File: src/shared/ocg_pkg.sv
package ocg_pkg;
  // clock and timing base
  localparam int unsigned CLK_HZ = 50000000;
  localparam int unsigned CLK_PERIOD_NS = 20;
  // worst-case time from reset release to stable outputs
  localparam int unsigned STARTUP_SETTLE_TIME_US_X10 = 18;
  // longest time rounds down to whole cycles
  localparam int unsigned SETTLE_CYC_DEF =
    (STARTUP_SETTLE_TIME_US_X10 * 100000) / CLK_PERIOD_NS;
  localparam int unsigned SETTLE_W = 17;
  // restart delay in output clock periods, inside the two-to-six window
  localparam logic [2:0] START_DLY_CYC = 3'h3;
  // channel count: one single-ended output and four pairs
  localparam int unsigned NUM_CH = 5;
  // register indices; byte address is four times the index
  localparam logic [3:0] IDX_CTRL0 = 4'h0;
  localparam logic [3:0] IDX_CTRL1 = 4'h1;
  localparam logic [3:0] IDX_CTRL2 = 4'h2;
  localparam logic [3:0] IDX_STAT = 4'h8;
  // reset values of the control bytes
  localparam logic [7:0] CTRL0_RST = 8'h04;
  localparam logic [7:0] CTRL1_RST = 8'h05;
  localparam logic [7:0] CTRL2_RST = 8'hC0;
  // enable bit positions
  localparam int unsigned SE_EN_BIT = 2;
  localparam int unsigned PAIR0_EN_BIT = 2;
  localparam int unsigned PAIR1_EN_BIT = 0;
  localparam int unsigned PAIR2_ENABLE_BIT = 7;
  localparam int unsigned PAIR3_ENABLE_BIT = 6;
  // status register field positions
  localparam int unsigned STAT_RUN_LSB = 0;
  localparam int unsigned STAT_SPREAD_BIT = 5;
  localparam int unsigned STAT_SETTLED_BIT = 6;
  // pair output synthesis: phase accumulator, toggles on carry
  localparam int unsigned NCO_W = 16;
  localparam logic [NCO_W-1:0] NCO_INC_NOM = 16'h8000;
  // down spread depth in tenths of a percent, and modulation rate in hertz
  localparam int unsigned SPREAD_PERMILLE = 5;
  localparam int unsigned MOD_FREQ_HZ = 31500;
  localparam logic [NCO_W-1:0] SPREAD_MAX =
    NCO_W'((32768 * SPREAD_PERMILLE) / 1000);
  // one full up-and-down sweep of the offset in clock cycles
  localparam int unsigned MOD_PERIOD_CYC = CLK_HZ / MOD_FREQ_HZ;
  // cycles per offset step, rounded to nearest so the rate stays in its band
  localparam logic [7:0] MOD_STEP_CYC =
    8'((MOD_PERIOD_CYC + int'(SPREAD_MAX)) / (2 * int'(SPREAD_MAX)));
  // ahb encodings
  localparam logic [1:0] HTRANS_IDLE = 2'h0;
  localparam logic [1:0] HTRANS_NONSEQ = 2'h2;
  localparam logic [2:0] HSIZE_WORD = 3'h2;
endpackage : ocg_pkg

File: src/hw/ocg_gate_top.sv
module ocg_gate_top #(
  parameter int unsigned SETTLE_CYC = ocg_pkg::SETTLE_CYC_DEF
) (
  input wire logic clk,
  input wire logic arst_n,
  // ahb-lite slave
  input wire logic hsel,
  input wire logic [31:0] haddr,
  input wire logic [1:0] htrans,
  input wire logic hwrite,
  input wire logic [2:0] hsize,
  input wire logic [31:0] hwdata,
  input wire logic hready,
  output logic hreadyout,
  output logic hresp,
  output logic [31:0] hrdata,
  // board-side pins
  input wire logic ref_gate_pin,
  input wire logic [3:0] pair_gate_pin,
  input wire logic spread_select_pin,
  // clock outputs
  output logic ref_clk_out,
  output logic [3:0] pair_outputs_p,
  output logic [3:0] pair_outputs_n
);
  import ocg_pkg::*;

  // overview: one free-running clock feeds every channel; gating only masks
  // the output flops, so the accumulator, the phase bits and the spread sweep
  // never pause, and a restart lines up with the running phase

  // word index of a byte address; out-of-range maps to an unused index
  // any address above the small window decodes to an index with no register,
  // so stray accesses read zero and writes there are dropped
  function automatic logic [3:0] reg_idx(input logic [31:0] a);
    reg_idx = (a[31:6] == 26'h0) ? a[5:2] : 4'hF;
  endfunction : reg_idx

  // control bytes, all bits kept as read/write
  logic [7:0] ctrl0_ff, ctrl1_ff, ctrl2_ff;
  // captured address phase
  logic wr_pend_ff;
  logic [3:0] wr_idx_ff;
  logic [31:0] rdata_ff;
  // synchronisers for pins and enable bits
  logic [NUM_CH-1:0] pin_s1_ff, pin_s2_ff, bit_s1_ff, bit_s2_ff;
  logic spr_s1_ff, spr_s2_ff;
  // startup settle
  logic [SETTLE_W-1:0] settle_cnt_ff;
  logic settled_ff;
  // per-channel output state
  logic [NUM_CH-1:0] phase_ff, run_ff, out_ff, outn_ff;
  logic [2:0] dly_cnt_ff [NUM_CH];
  // pair synthesis
  logic [NCO_W-1:0] nco_ff;
  logic [NCO_W-1:0] spr_ofs_ff;
  logic spr_up_ff;
  logic [7:0] step_cnt_ff;

  // address phase accepted when selected, active and bus ready
  wire addr_ok = hsel & htrans[1] & hready;
  wire [3:0] a_idx = reg_idx(haddr);
  wire wr_take = addr_ok & hwrite & (hsize == HSIZE_WORD);
  wire rd_take = addr_ok & ~hwrite;
  // pending write lands this cycle; forward it to a read of the same word
  wire [7:0] wbyte = hwdata[7:0];
  wire [7:0] c0_now = (wr_pend_ff && wr_idx_ff == IDX_CTRL0) ? wbyte : ctrl0_ff;
  wire [7:0] c1_now = (wr_pend_ff && wr_idx_ff == IDX_CTRL1) ? wbyte : ctrl1_ff;
  wire [7:0] c2_now = (wr_pend_ff && wr_idx_ff == IDX_CTRL2) ? wbyte : ctrl2_ff;

  // enable bits gathered per channel: 0 single-ended, 1..4 pairs 0..3
  wire [NUM_CH-1:0] en_bits = {ctrl2_ff[PAIR3_ENABLE_BIT], ctrl2_ff[PAIR2_ENABLE_BIT],
                               ctrl1_ff[PAIR1_EN_BIT], ctrl1_ff[PAIR0_EN_BIT],
                               ctrl0_ff[SE_EN_BIT]};
  // gate pins assumed actively driven by the board; no pull fallback
  wire [NUM_CH-1:0] pin_bits = {pair_gate_pin, ref_gate_pin};
  // both synchronised levels must be high; either low stops
  wire [NUM_CH-1:0] want = pin_s2_ff & bit_s2_ff & {NUM_CH{settled_ff}};

  // status word read back by software
  // status bits are the synchronised view the gate logic itself uses, so a
  // read shows the state that the outputs follow, not the raw pins
  wire [7:0] stat_byte = {1'b0, settled_ff, spr_s2_ff, run_ff};
  wire [31:0] rd_mux = (a_idx == IDX_CTRL0) ? {24'h0, c0_now} :
                       (a_idx == IDX_CTRL1) ? {24'h0, c1_now} :
                       (a_idx == IDX_CTRL2) ? {24'h0, c2_now} :
                       (a_idx == IDX_STAT) ? {24'h0, stat_byte} : 32'h0;

  // the slave never stalls, so the data phase always follows the address
  // phase by one cycle; a write lands at the end of its data phase, and a read
  // in the very next address phase sees it through the forwarding muxes
  // zero-wait slave, always okay
  assign hreadyout = 1'b1;
  assign hresp = 1'b0;
  assign hrdata = rdata_ff;

  // address phase capture
  // the index is captured on every edge; only the pending flag says it is live
  always_ff @(posedge clk or negedge arst_n)
  begin
    if (!arst_n)
    begin
      wr_pend_ff <= 1'b0;
      wr_idx_ff <= 4'h0;
    end
    else
    begin
      wr_pend_ff <= wr_take;
      wr_idx_ff <= a_idx;
    end
  end

  // read data registered at the address phase, stands in the data phase
  always_ff @(posedge clk or negedge arst_n)
  begin
    if (!arst_n)
      rdata_ff <= 32'h0;
    else if (rd_take)
      rdata_ff <= rd_mux;
  end

  // control byte writes in the data phase; unmapped words ignore writes
  always_ff @(posedge clk or negedge arst_n)
  begin
    if (!arst_n)
    begin
      ctrl0_ff <= CTRL0_RST;
      ctrl1_ff <= CTRL1_RST;
      ctrl2_ff <= CTRL2_RST;
    end
    else
    begin
      ctrl0_ff <= c0_now;
      ctrl1_ff <= c1_now;
      ctrl2_ff <= c2_now;
    end
  end

  // two-flop synchronisers; first stage feeds only the second
  // the enable bits live in this clock domain already, but they take the same
  // two stages as the pins so that a pin and its bit changing together reach
  // the gate on the same edge
  always_ff @(posedge clk or negedge arst_n)
  begin
    if (!arst_n)
    begin
      pin_s1_ff <= '0;
      pin_s2_ff <= '0;
      bit_s1_ff <= '0;
      bit_s2_ff <= '0;
      spr_s1_ff <= 1'b0;
      spr_s2_ff <= 1'b0;
    end
    else
    begin
      pin_s1_ff <= pin_bits;
      pin_s2_ff <= pin_s1_ff;
      bit_s1_ff <= en_bits;
      bit_s2_ff <= bit_s1_ff;
      spr_s1_ff <= spread_select_pin;
      spr_s2_ff <= spr_s1_ff;
    end
  end

  // hold every output low until the settle time has passed
  // limitation: the count starts at reset release, so the reference must
  // already be valid then; a late reference shortens the margin one for one
  always_ff @(posedge clk or negedge arst_n)
  begin
    if (!arst_n)
    begin
      settle_cnt_ff <= '0;
      settled_ff <= 1'b0;
    end
    else if (!settled_ff)
    begin
      // settle count is the earliest point; outputs may start no sooner
      settle_cnt_ff <= settle_cnt_ff + SETTLE_W'(1);
      settled_ff <= (settle_cnt_ff >= SETTLE_W'(SETTLE_CYC - 1));
    end
  end

  // triangle modulation of the down-spread offset, 0 to SPREAD_MAX
  wire step_now = (step_cnt_ff == MOD_STEP_CYC - 8'h01);
  wire [NCO_W-1:0] spr_ofs_use = spr_s2_ff ? spr_ofs_ff : '0;
  wire [NCO_W:0] nco_sum = {1'b0, nco_ff} + {1'b0, NCO_INC_NOM - spr_ofs_use};

  // modulation runs always so a spread change takes effect at once, at the sweep's current offset
  // the offset only ever moves by one step, so the pair period changes by a
  // tiny fraction per step; low cycle-to-cycle jitter is bought with a
  // fine sweep of 164 levels, 0 to SPREAD_MAX
  always_ff @(posedge clk or negedge arst_n)
  begin
    if (!arst_n)
    begin
      step_cnt_ff <= 8'h00;
      spr_ofs_ff <= '0;
      spr_up_ff <= 1'b1;
    end
    else
    begin
      step_cnt_ff <= step_now ? 8'h00 : step_cnt_ff + 8'h01;
      if (step_now)
      begin
        // turn around at either end of the sweep
        if (spr_up_ff && spr_ofs_ff == SPREAD_MAX)
          spr_up_ff <= 1'b0;
        else if (!spr_up_ff && spr_ofs_ff == '0)
          spr_up_ff <= 1'b1;
        else
          spr_ofs_ff <= spr_up_ff ? spr_ofs_ff + NCO_W'(1) : spr_ofs_ff - NCO_W'(1);
      end
    end
  end

  // shared accumulator for the pair clocks; it never stops with gating
  always_ff @(posedge clk or negedge arst_n)
  begin
    if (!arst_n)
      nco_ff <= '0;
    else
      nco_ff <= nco_sum[NCO_W-1:0];
  end

  // toggle ticks: single-ended every clock, pairs on accumulator carry
  wire [NUM_CH-1:0] tick = {{(NUM_CH-1){nco_sum[NCO_W]}}, 1'b1};

  // channel 0 toggles on every clock and runs at half the clock rate; the
  // pairs toggle on accumulator carries and run at a quarter of it, slightly
  // lower while spread is on; every channel shares one gate scheme
  // per-channel gate and output generation
  genvar g;
  generate
    for (g = 0; g < NUM_CH; g++)
    begin : g_ch
      // a rising edge is due when the phase is low and a tick arrives
      wire rise_due = tick[g] & ~phase_ff[g];
      wire dly_done = (dly_cnt_ff[g] >= START_DLY_CYC);
      // gate decision only at a rising boundary; no runt or stretch
      wire nxt_run = rise_due ? (want[g] & (run_ff[g] | dly_done)) : run_ff[g];
      wire nxt_phase = tick[g] ? ~phase_ff[g] : phase_ff[g];

      // phase never stops; only the output is masked
      always_ff @(posedge clk or negedge arst_n)
      begin
        if (!arst_n)
          phase_ff[g] <= 1'b0;
        else
          phase_ff[g] <= nxt_phase;
      end

      // restart waits a fixed count of output periods
      // the count restarts whenever the gate drops before the output has
      // started, so a short glitch on a pin never starts a truncated burst
      always_ff @(posedge clk or negedge arst_n)
      begin
        if (!arst_n)
          dly_cnt_ff[g] <= 3'h0;
        else if (!want[g] || run_ff[g])
          dly_cnt_ff[g] <= 3'h0;
        else if (rise_due && !dly_done)
          dly_cnt_ff[g] <= dly_cnt_ff[g] + 3'h1;
      end

      // stop lands after the high half ends, so the pulse completes
      // the decision is only taken where the phase turns high, so the last
      // pulse before a stop and the first pulse after a start are both whole
      always_ff @(posedge clk or negedge arst_n)
      begin
        if (!arst_n)
        begin
          run_ff[g] <= 1'b0;
          out_ff[g] <= 1'b0;
          outn_ff[g] <= 1'b0;
        end
        else
        begin
          run_ff[g] <= nxt_run;
          // parked low while stopped, both legs low
          out_ff[g] <= nxt_run & nxt_phase;
          outn_ff[g] <= nxt_run & ~nxt_phase;
        end
      end
    end
  endgenerate

  // the single-ended channel has no complement leg; its n flop is unused and
  // left for the tools to trim
  // drive pins from the output flops
  assign ref_clk_out = out_ff[0];
  assign pair_outputs_p = out_ff[NUM_CH-1:1];
  assign pair_outputs_n = outn_ff[NUM_CH-1:1];
endmodule : ocg_gate_top

File: config.mk
export PLATFORM = sky130hd
export DESIGN_NAME = ocg_gate_top
export DESIGN_NICKNAME = d
export VERILOG_FILES = /design/src/shared/ocg_pkg.sv /design/src/hw/ocg_gate_top.sv
export SDC_FILE = /design/constraint.sdc
export NUM_CORES = 1
export LEC_CHECK = 0
export ABC_AREA = 1
export BUFFER_PORTS_ARGS = -buffer_cell sky130_fd_sc_hd__buf_2
export CAP_MARGIN = 20
export CORE_ASPECT_RATIO = 1.4
export CORE_MARGIN = 2
export CORE_UTILIZATION = 35
export DETAILED_ROUTE_END_ITERATION = 7
export HOLD_SLACK_MARGIN = 0.12
export PLACE_DENSITY = 0.59
export SETUP_SLACK_MARGIN = 0.3
export SYNTH_ARGS = -nofsm -noshare
export SYNTH_HDL_FRONTEND = slang
export SYNTH_SLANG_ARGS = --single-unit
File: constraint.sdc
create_clock -name clk -period 3.5 [get_ports clk]
set_input_delay 0.7 -clock clk [delete_from_list [all_inputs] [get_ports clk]]
set_output_delay 0.7 -clock clk [all_outputs]
set_load 0.05 [all_outputs]
Yosys cells after proc, flatten, opt, wreduce, memory -nomap -nowiden
Cells that the tools add are included.
{"block": "word_totals", "reg_bits": 176, "elab_cells": 180, "inputBits": 80, "out_inout_bits": 43}
{"block": "op_classes", "n_reduce_logical": 38, "n_lt_le_gt_ge": 6, "addsub": 11, "n_eq_ne": 8, "n_mux": 33, "n_bitwise": 42}
{"cell": "2-to-1 mux 8 bit", "n": 7}
{"cell": "2-to-1 mux 16 bit", "n": 2}
{"cell": "2-to-1 mux 3 bit", "n": 10}
{"cell": "zero test 26 bit", "n": 1}
{"cell": "bitwise AND 1 bit", "n": 23}
{"cell": "adder 16 x 16 -> 17 bit", "n": 1}
{"cell": "adder 17 x 1 -> 17 bit, second input constant", "n": 1}
{"cell": ">= comparator 17 bit, second input constant", "n": 1}
{"cell": "adder 16 x 1 -> 16 bit, second input constant", "n": 1}
{"cell": "equality test 16 x 8 -> 1 bit, second input constant", "n": 1}
{"cell": "zero test 16 bit", "n": 1}
{"cell": "subtractor 16 x 1 -> 16 bit, second input constant", "n": 1}
{"cell": "subtractor 16 bit, first input constant", "n": 1}
{"cell": "adder 3 x 1 -> 3 bit, second input constant", "n": 5}
{"cell": ">= comparator 3 x 2 -> 1 bit, second input constant", "n": 5}
{"cell": "2-to-1 mux 1 bit", "n": 12}
{"cell": "inverter 1 bit", "n": 12}
{"cell": "nonzero test 2 bit", "n": 6}
{"cell": "zero test 1 bit", "n": 11}
{"cell": "bitwise AND 5 bit", "n": 2}
{"cell": "logical AND 1 bit", "n": 10}
{"cell": "adder 8 x 1 -> 8 bit, second input constant", "n": 1}
{"cell": "equality test 4 x 1 -> 1 bit, second input constant", "n": 2}
{"cell": "equality test 4 x 2 -> 1 bit, second input constant", "n": 2}
{"cell": "10 further kinds", "n": 19}

Longest topological paths before layout
Gate-level depths: netlist of run 1.
{"block": "logic_depth", "ltp_word": 7, "mapped_depth": 26, "ltp_nobuf": 25}

Worst setup path after synthesis of run 1
OpenSTA, ideal clock, no wires.
{"block": "synth_path", "path_type": "register -> register", "start": "register spr_s2_ff", "end": "register dly_cnt_ff[3] (netlist bit)", "slack_ns": 0.185, "required_time_ns": 3.423, "setup_ns": 0.077, "stages_incl_launch_ff": 24, "path_buffers": 1, "synth_period_minus_slack_ns": 3.315, "arrival_ns": 3.237, "cell_sequence": "dfrtp_1 -> buf_6 -> nand2_2 -> ha_1 -> nand3_1 -> nor2_2 -> nand3_2 -> nand3b_4 -> xor2_1 -> inv_1 -> ha_1 -> inv_1 -> nor3_1 -> nand3_1 -> nand3_1 -> a21oi_1 -> nor2_1 -> o21ai_0 -> nand2_1 -> ha_1 -> nand4_1 -> nor3_1 -> nor2_1 -> a21oi_1"}
{"block": "synth_via", "elab_chain_len": 6}
{"element": "from (decl)", "line": "ocg_gate_top.sv:47", "source": "logic spr_s1_ff, spr_s2_ff;"}
{"element": "from (signal assigned)", "line": "ocg_gate_top.sv:161", "source": "spr_s2_ff <= spr_s1_ff;"}
{"element": "2-to-1 mux 16 bit", "line": "ocg_gate_top.sv:185", "source": "wire [NCO_W-1:0] spr_ofs_use = spr_s2_ff ? spr_ofs_ff : '0;"}
{"element": "subtractor 16 bit", "line": "ocg_gate_top.sv:186", "source": "wire [NCO_W:0] nco_sum = {1'b0, nco_ff} + {1'b0, NCO_INC_NOM - spr_ofs_use};"}
{"element": "adder 16 x 16 -> 17 bit", "line": "ocg_gate_top.sv:186"}
{"element": "bitwise AND 1 bit", "line": "ocg_gate_top.sv:237", "source": "wire rise_due = tick[g] & ~phase_ff[g];"}
{"element": "logical AND 1 bit", "line": "ocg_gate_top.sv:261", "source": "else if (rise_due && !dly_done)"}
{"element": "nonzero test 2 bit (no line)"}
{"element": "to (signal, indexed assignment)", "line": "ocg_gate_top.sv:262", "source": "dly_cnt_ff[g] <= dly_cnt_ff[g] + 3'h1;"}
{"element": "to (decl)", "line": "ocg_gate_top.sv:53", "source": "logic [2:0] dly_cnt_ff [NUM_CH];"}
No other way between the ends.
A chain may end at the register's enable or synchronous reset.

Worst setup path in the final report of run 1
{"block": "layout_path", "start": "register spr_s2_ff", "end": "register dly_cnt_ff[2] (netlist bit)"}
Same word-level chain as after synthesis.

==> results of run 1 <==
==> worst max-delay path by stage <==
stage / from / to / slack [ps] / cells after the start
2_1_floorplan: spr_s2_ff / dly_cnt_ff[3] / 340 / 23
3_3_place_gp: spr_s2_ff / dly_cnt_ff[3] / -20 / 21
3_5_place_dp: spr_s2_ff / dly_cnt_ff[3] / -90 / 21
4_1_cts: spr_s2_ff / dly_cnt_ff[7] / 90 / 22
5_1_grt: spr_s2_ff / pair_outputs_n[1] / -170 / 23
6_report: spr_s2_ff / dly_cnt_ff[2] / 70 / 22
==> routing by layer <==
layer / up-vias / track usage [%] / share of wire [%]
li1: 3275 / - / -
met5: - / 0 / 0
met4: 0 / 5.85 / 2.6
met1: 3071 / 16.4 / 41
met3: 31 / 3.22 / 3.3
met2: 87 / 27.4 / 53
==> per-stage QoR <==
stage	setup slack (ps)	std cells	utilization (%)
6_report	68.3	1390	43.4
5_1_grt	-172	1390	43.4
4_1_cts	93.9	1383	42.8
3_5_place_dp	-90.3	1341	39.3
3_3_place_gp	-20.9	1341	39.3
2_1_floorplan	337	967	-
==> cell type report <==
cell class | count | share of cell area [%]
clock buffer | 21 | 4.65
clock inverter | 11 | 1.34
inverter | 115 | 4.32
multi-input combinational | 664 | 40.6
sequential | 152 | 37.7
tap | 306 | 3.79
timing repair buffer | 121 | 7.66
==> placed cells by master, fill, tap and decap left out, types with 4 or more instances in the layout <==
master	count
clkbuf_16	17
nand3_2	10
nor2_4	11
ha_1	42
dfstp_2	6
inv_1	100
conb_1	26
o21ai_0	47
buf_4	48
a21o_1	5
inv_2	12
nor2_2	6
ha_4	6
nor3_1	10
nor3_2	6
nand2_2	12
a21oi_1	29
dfrtp_1	145
o21ai_2	5
xor2_1	38
nand2_1	182
o21a_1	4
nor2_1	71
nand4_1	15
o21ai_1	10
inv_6	4
nand2_4	6
buf_2	68
nand3_1	71
xnor2_1	17
==> timing repair <==
| action | 4_1_cts | 5_1_grt |
|---|---|---|
| setup endpoints to repair | 28 | 28 |
| resized for setup | 39 | 24 |
| buffers inserted | 10 | 7 |
| pin swaps | 22 | 21 |
==> cells by family (layout without fill, tap and decap cells) <==
family | count (synthesis) | in the layout | share of synthesized area [%]
AOI/OAI and AO/OA | 118 | 118 | 7.99
buffers and inverters | 151 | 268 | 8.64
xor gates and xnor gates | 55 | 55 | 5.80
and+or+nand+nor | 415 | 415 | 23.8
adders and majority gates | 50 | 50 | 7.72
other | 2 | 26 | 0.0905
DFF | 152 | 152 | 45.9
==> critical path: stages (launching register included) <==
cell	delay [ps]
dfrtp_2	480
buf_6	170
nand2_4	90
nand3_4	90
nor2_4	100
nand3_2	110
buf_6	140
xnor2_1	110
ha_1	340
nand2_1	80
nand2_1	80
a31oi_2	150
nand3_2	100
a21oi_2	170
nor2_1	60
o21ai_1	140
nand2_2	120
buf_12	160
ha_4	160
nand4_1	80
nand2_1	100
buf_4	160
o22ai_2	130
==> flip-flops by register name (all words and copies together) (netlist names), 8 cells and up, named ones only <==
name and count:
ctrl0_ff 8, nco_ff 16, settle_cnt_ff 17, step_cnt_ff 8, spr_ofs_ff 16, dly_cnt_ff 15
ctrl2_ff 8, hrdata 8, ctrl1_ff 8
==> power groups by stage <==
stage	logic (W)	clock network [W]	registers [W]
finish	0.00137	0.00187	0.00195
global route	0.00154	0.00199	0.00197
CTS	0.00122	0.00191	0.00195
detailed placement	0.00107	0	0.00198
global placement	0.00104	0	0.00197
floorplan	0.000758	0	0.00196
==> cell usage after synthesis, types with 4 or more instances <==
cell,count,share of area (%)
a21o_1,5,0.45
a21oi_1,31,1.9
buf_4,27,2.4
buf_6,6,0.81
dfrtp_1,146,44
dfstp_2,6,1.9
ha_1,48,7.2
inv_1,109,4.9
inv_2,5,0.23
nand2_1,194,8.8
nand2_2,4,0.30
nand3_1,75,4.5
nand3_2,7,0.84
nand4_1,15,1.1
nor2_1,76,3.4
nor2_4,9,1.2
nor3_1,12,0.72
nor3_2,5,0.60
o21a_1,4,0.36
o21ai_0,53,3.2
o21ai_1,6,0.36
xnor2_1,17,1.8
xor2_1,38,4.0
==> metrics.cfg, run 1 <==
[grt]
grt_pass1_wl_um = 29800
antenna_found_initial = 0
grt.overflow.total = 0
grt_use_total_pct = 14.8
grt_pass1_vias = 6617
grt_start_max_net_pins = 64

[timing]
timing.setup.tns_ps = 0
fmax_ghz = 0.291
final-setup-viol-count = 0
rsz0062_at_grt = true
max-slew-margin-rel_pct = 56.0
min_period_over_period_pct = 98.0
hold_viol_final = 0
drv_slew = 0
max_slew.worst_pin.slew_ps = 658
skew_ps = 7.79
whs_ps = 248
fin_crit_ps = 3430

[worst_hold_path]
hp-class = in -> async

[clocking]
cts-root-buf = clkbuf_16
numCtsBuffers = 17
clkLatencyLatePin_ps = 430
clkSinkCount = 152
htreeDepth = 4
path_clk_slew_ps = 60
cts_tree = done
clockBufferDepth = 2
hold_buffers = 0

[detailed_routing]
vias_per_cell = 4.65
wl_per_cell_um = 12.6
routed_wl_um = 17500
ant_nets = 0
drtPass1Iterations = 5
first_iter_violations = 287
drc_errors = 0
vias = 6464

[place]
hpwlAfterDp_um = 12800
numPortBuffers = 69
placed_area_sq_mm = 0.00916
place.gp.congestion = 0.816

[finish]
layout-drive-gt1-share_pct = 23.2
final_nets = 1201
final_cell_area_sq_mm = 0.0101
multi_input_area_sq_mm = 0.00410
regArea_sq_mm = 0.00381
fill_cells = 2285
diodes = 0
syn_to_final_growth_pct = 21.9

[pwr]
peakVddDrop_v = 0.000325
power_frac_comb_pct = 26.4
p_sw_w = 0.00156
power.density_mw_per_mm2 = 513
leakage_nw = 5.14
pwr-share-clk_pct = 36.0
seqPwrFrac_pct = 37.6
power_w = 0.00519
p_int_w = 0.00363
sw_frac_of_total_pct = 30.0

[critical_path]
arrival_ps = 3780
r2r-start = spr_s2_ff
startpoint_type = register
cp_max_fo = 6
reg2reg_to = dly_cnt_ff[2]
r2r_slack_ps = 70
path_class = reg -> reg
cp-end-kind = register
crit_required_ps = 3850
reg2reg_depth = 22

[synthesis]
ys_seq_elements = 152
synth_edf_count = 0
synth_area_sq_mm = 0.00830
synth_cell_type_count = 49
synthArstFlopShare_pct = 100
syn_inst = 943
ys_seq_area_share_pct = 45.9
synth_area_per_cell_sq_um = 8.80
synth_flop_cell = dfrtp_1
yosysWarnings = 0

[die]
start_util_pct = 35.6
die-area_sq_mm = 0.0250
num_rows = 66
die-width_um = 134
core_area_sq_mm = 0.0233
die_h_um = 186
ioPinCount = 123

[run_status]
outcome = complete, no violations

[run]
max_cap_violations = 0

(Power assumes the default switching activity.)
==> run 2, diff against run 1 <==
PLACE_DENSITY = 0.57   (was 0.59)
clock period = 4 ns   (was 3.5 ns; I/O delays follow)
==> metrics.cfg, run 2 (same netlist as run 1, synthesis figures left out) <==
[run_status]
outcome = complete, no violations

[timing]
rsz0062_at_grt = true
final-setup-viol-count = 0  ; unchanged
fmax_ghz = 0.280  ; -3.8%
max_slew.worst_pin.slew_ps = 832  ; +174 ps
hold_viol_final = 0  ; unchanged
fin_crit_ps = 3570  ; +135 ps
max-slew-margin-rel_pct = 44.5  ; -11 points
drv_slew = 0  ; unchanged
skew_ps = 7.61  ; -0.174 ps
timing.setup.tns_ps = 0  ; unchanged
min_period_over_period_pct = 89.2  ; -8.9 points

[detailed_routing]
ant_nets = 0  ; unchanged
vias_per_cell = 4.62  ; -0.70%
wl_per_cell_um = 12.2  ; -2.5%
drtPass1Iterations = 4  ; -1
drc_errors = 0  ; unchanged
first_iter_violations = 234  ; -18%
routed_wl_um = 16600  ; -4.9%
vias = 6262  ; -3.1%

[clocking]
hold_buffers = 0  ; unchanged
clkLatencyLatePin_ps = 420  ; about the same
clockBufferDepth = 2  ; unchanged
htreeDepth = 4  ; unchanged
numCtsBuffers = 17  ; unchanged
path_clk_slew_ps = 60  ; about the same
cts_tree = done
clkSinkCount = 152  ; unchanged
cts-root-buf = clkbuf_16

[pwr]
peakVddDrop_v = 0.000242  ; -26%
leakage_nw = 4.96  ; -3.7%
power.density_mw_per_mm2 = 445  ; -13%

[die]
die-width_um = 134  ; unchanged
num_rows = 66  ; unchanged
core_area_sq_mm = 0.0233  ; unchanged
start_util_pct = 35.6  ; unchanged
die-area_sq_mm = 0.0250  ; unchanged
die_h_um = 186  ; unchanged
ioPinCount = 123  ; unchanged

[critical_path]
startpoint_type = register
arrival_ps = 3880  ; +100 ps
crit_slowest_cell = dfrtp_2
reg2reg_depth = 24  ; +9.1%
cp_max_fo = 5  ; -1
crit_path_max_incr_delay_ps = 470  ; about the same
crit_chain = buf_6, nand2_4, nand3_2, inv_2, nand3_4, nor2_4, nand3_4, nor2_4, xor2_1, ha_1, inv_2, o21bai_1, a31oi_1, nand3_2, a21oi_2, nor2_1, o21ai_1, nand2_2, buf_12, ha_4, nand4_1, buf_4, nor2_2, o21a_1
cp-end-kind = register
r2r-start = spr_s2_ff
path_class = reg -> reg
reg2reg_to = dly_cnt_ff[8]
crit_start = spr_s2_ff
r2r_slack_ps = 430  ; +370 ps
crit_required_ps = 4310  ; +460 ps

[finish]
final_nets = 1167  ; -2.8%
largest_register = settle_cnt_ff
layout_common_cells = nand2_1 (191), dfrtp_1 (145), inv_1 (103)
syn_to_final_growth_pct = 17.7
stdcell_count = 1356  ; -2.4%
largest_reg_flops = 17  ; unchanged
fill_cells = 2332  ; +2.1%
multi_input_area_sq_mm = 0.00400  ; -2.5%
diodes = 0  ; unchanged
final_common_cell = nand2_1
layout-drive-gt1-share_pct = 18.4  ; -4.8 points
top_regs = settle_cnt_ff (17), nco_ff (16), spr_ofs_ff (16)
regArea_sq_mm = 0.00381  ; unchanged

[place]
place.gp.congestion = 0.825  ; +1.0%
numPortBuffers = 69  ; unchanged
dp_cells = 1313  ; -2.1%
hpwlAfterDp_um = 12400  ; -3.4%

[worst_hold_path]
hold-path-endpoint = bit_s2_ff[3]
worstHoldPathCells = 0
worstHoldStart = bit_s1_ff[3]
hp-class = reg -> reg

[run]
max_cap_violations = 0  ; unchanged

[grt]
grt_pass1_wl_um = 28700  ; -3.6%
grt.overflow.total = 0  ; unchanged
antenna_found_initial = 0  ; unchanged
grt_pass1_vias = 6314  ; -4.6%
grt_start_max_net_pins = 92  ; +44%
grt_use_total_pct = 14.3  ; -0.45 points

[run 2: changes by cell type in the layout (fill, tap and decap cells not counted), sizes merged]
cell,previous run,this run
inv,118,115
clkinvlp,3,1
clkinv,3,5
buf,121,87
clkbuf,21,22
bufinv,2,4
[run 2: repair_timing]
| action | in CTS | in global routing |
|---|---|---|
| setup endpoints to repair | 19 | 27 |
| hold endpoints to repair | 0 | 0 |
| cloned | 0 | 0 |
| gates resized for setup | 3 | 36 |
| pin swaps | 0 | 17 |
| setup buffers | 2 | 9 |
[run 2: cell type report]
| type | count | area share (%) |
|---|---|---|
| Clock buffer | 22 | 4.65 |
| Clock inverter | 10 | 1.74 |
| Inverter | 115 | 4.42 |
| Multi-Input combinational cell | 664 | 40.9 |
| Sequential cell | 152 | 39.0 |
| Tap cell | 306 | 3.92 |
| Timing Repair Buffer | 87 | 5.28 |
[run 2: per-layer routing]
layer  wire, um  share of wire, %  up-vias  global-route usage [%]
met2       8820                53       57                    26.6
met4        347               2.1        0                    5.22
met3        445               2.7       27                    3.14
met1       6990                42     2962                    16.0
li1           -                 -     3216                       -
met5          0                 0        -                       0
[run 2: how the worst max path moves through the flow]
stage	end	slack, ps	depth (start not counted)
final	dly_cnt_ff[8]	430	24
after global routing	dly_cnt_ff[9]	130	27
after CTS	dly_cnt_ff[7]	310	24
after detailed placement	dly_cnt_ff[9]	150	26
after global placement	dly_cnt_ff[7]	180	24
after floorplan	dly_cnt_ff[3]	690	23
[run 2: worst max-delay path, delay by kind of cell, from the launching register on]
kind                       cells  cell delay [ps]
xor gates and xnor gates       1              170
and+or+nand+nor               11             1020
adders and majority gates      2              440
buffers and inverters          5              630
AOI/OAI and AO/OA              5              720
DFF                            1              470
[run 2: power by group]
| part | total (W) | switching, W | internal (W) |
|---|---|---|---|
| Combinational | 0.000957 | 0.000582 | 0.000375 |
| Clock | 0.00168 | 0.000618 | 0.00107 |
| Sequential | 0.00171 | 0.0000460 | 0.00166 |
| Total | 0.00435 | 0.00125 | 0.00310 |
[run 2: per-stage QoR]
step           instance area [sq um]  setup slack [ps]  hold WS (ps)  util, %  power [W]
2_1_floorplan                   8390               685           331        -    0.00237
6_report                        9770               434           347     41.9    0.00435
3_5_place_dp                    8920               147           335     38.3    0.00258
4_1_cts                         9570               310           349     41.1    0.00430
5_1_grt                         9770               126           358     41.9    0.00462
3_3_place_gp                    8920               175           331     38.3    0.00257
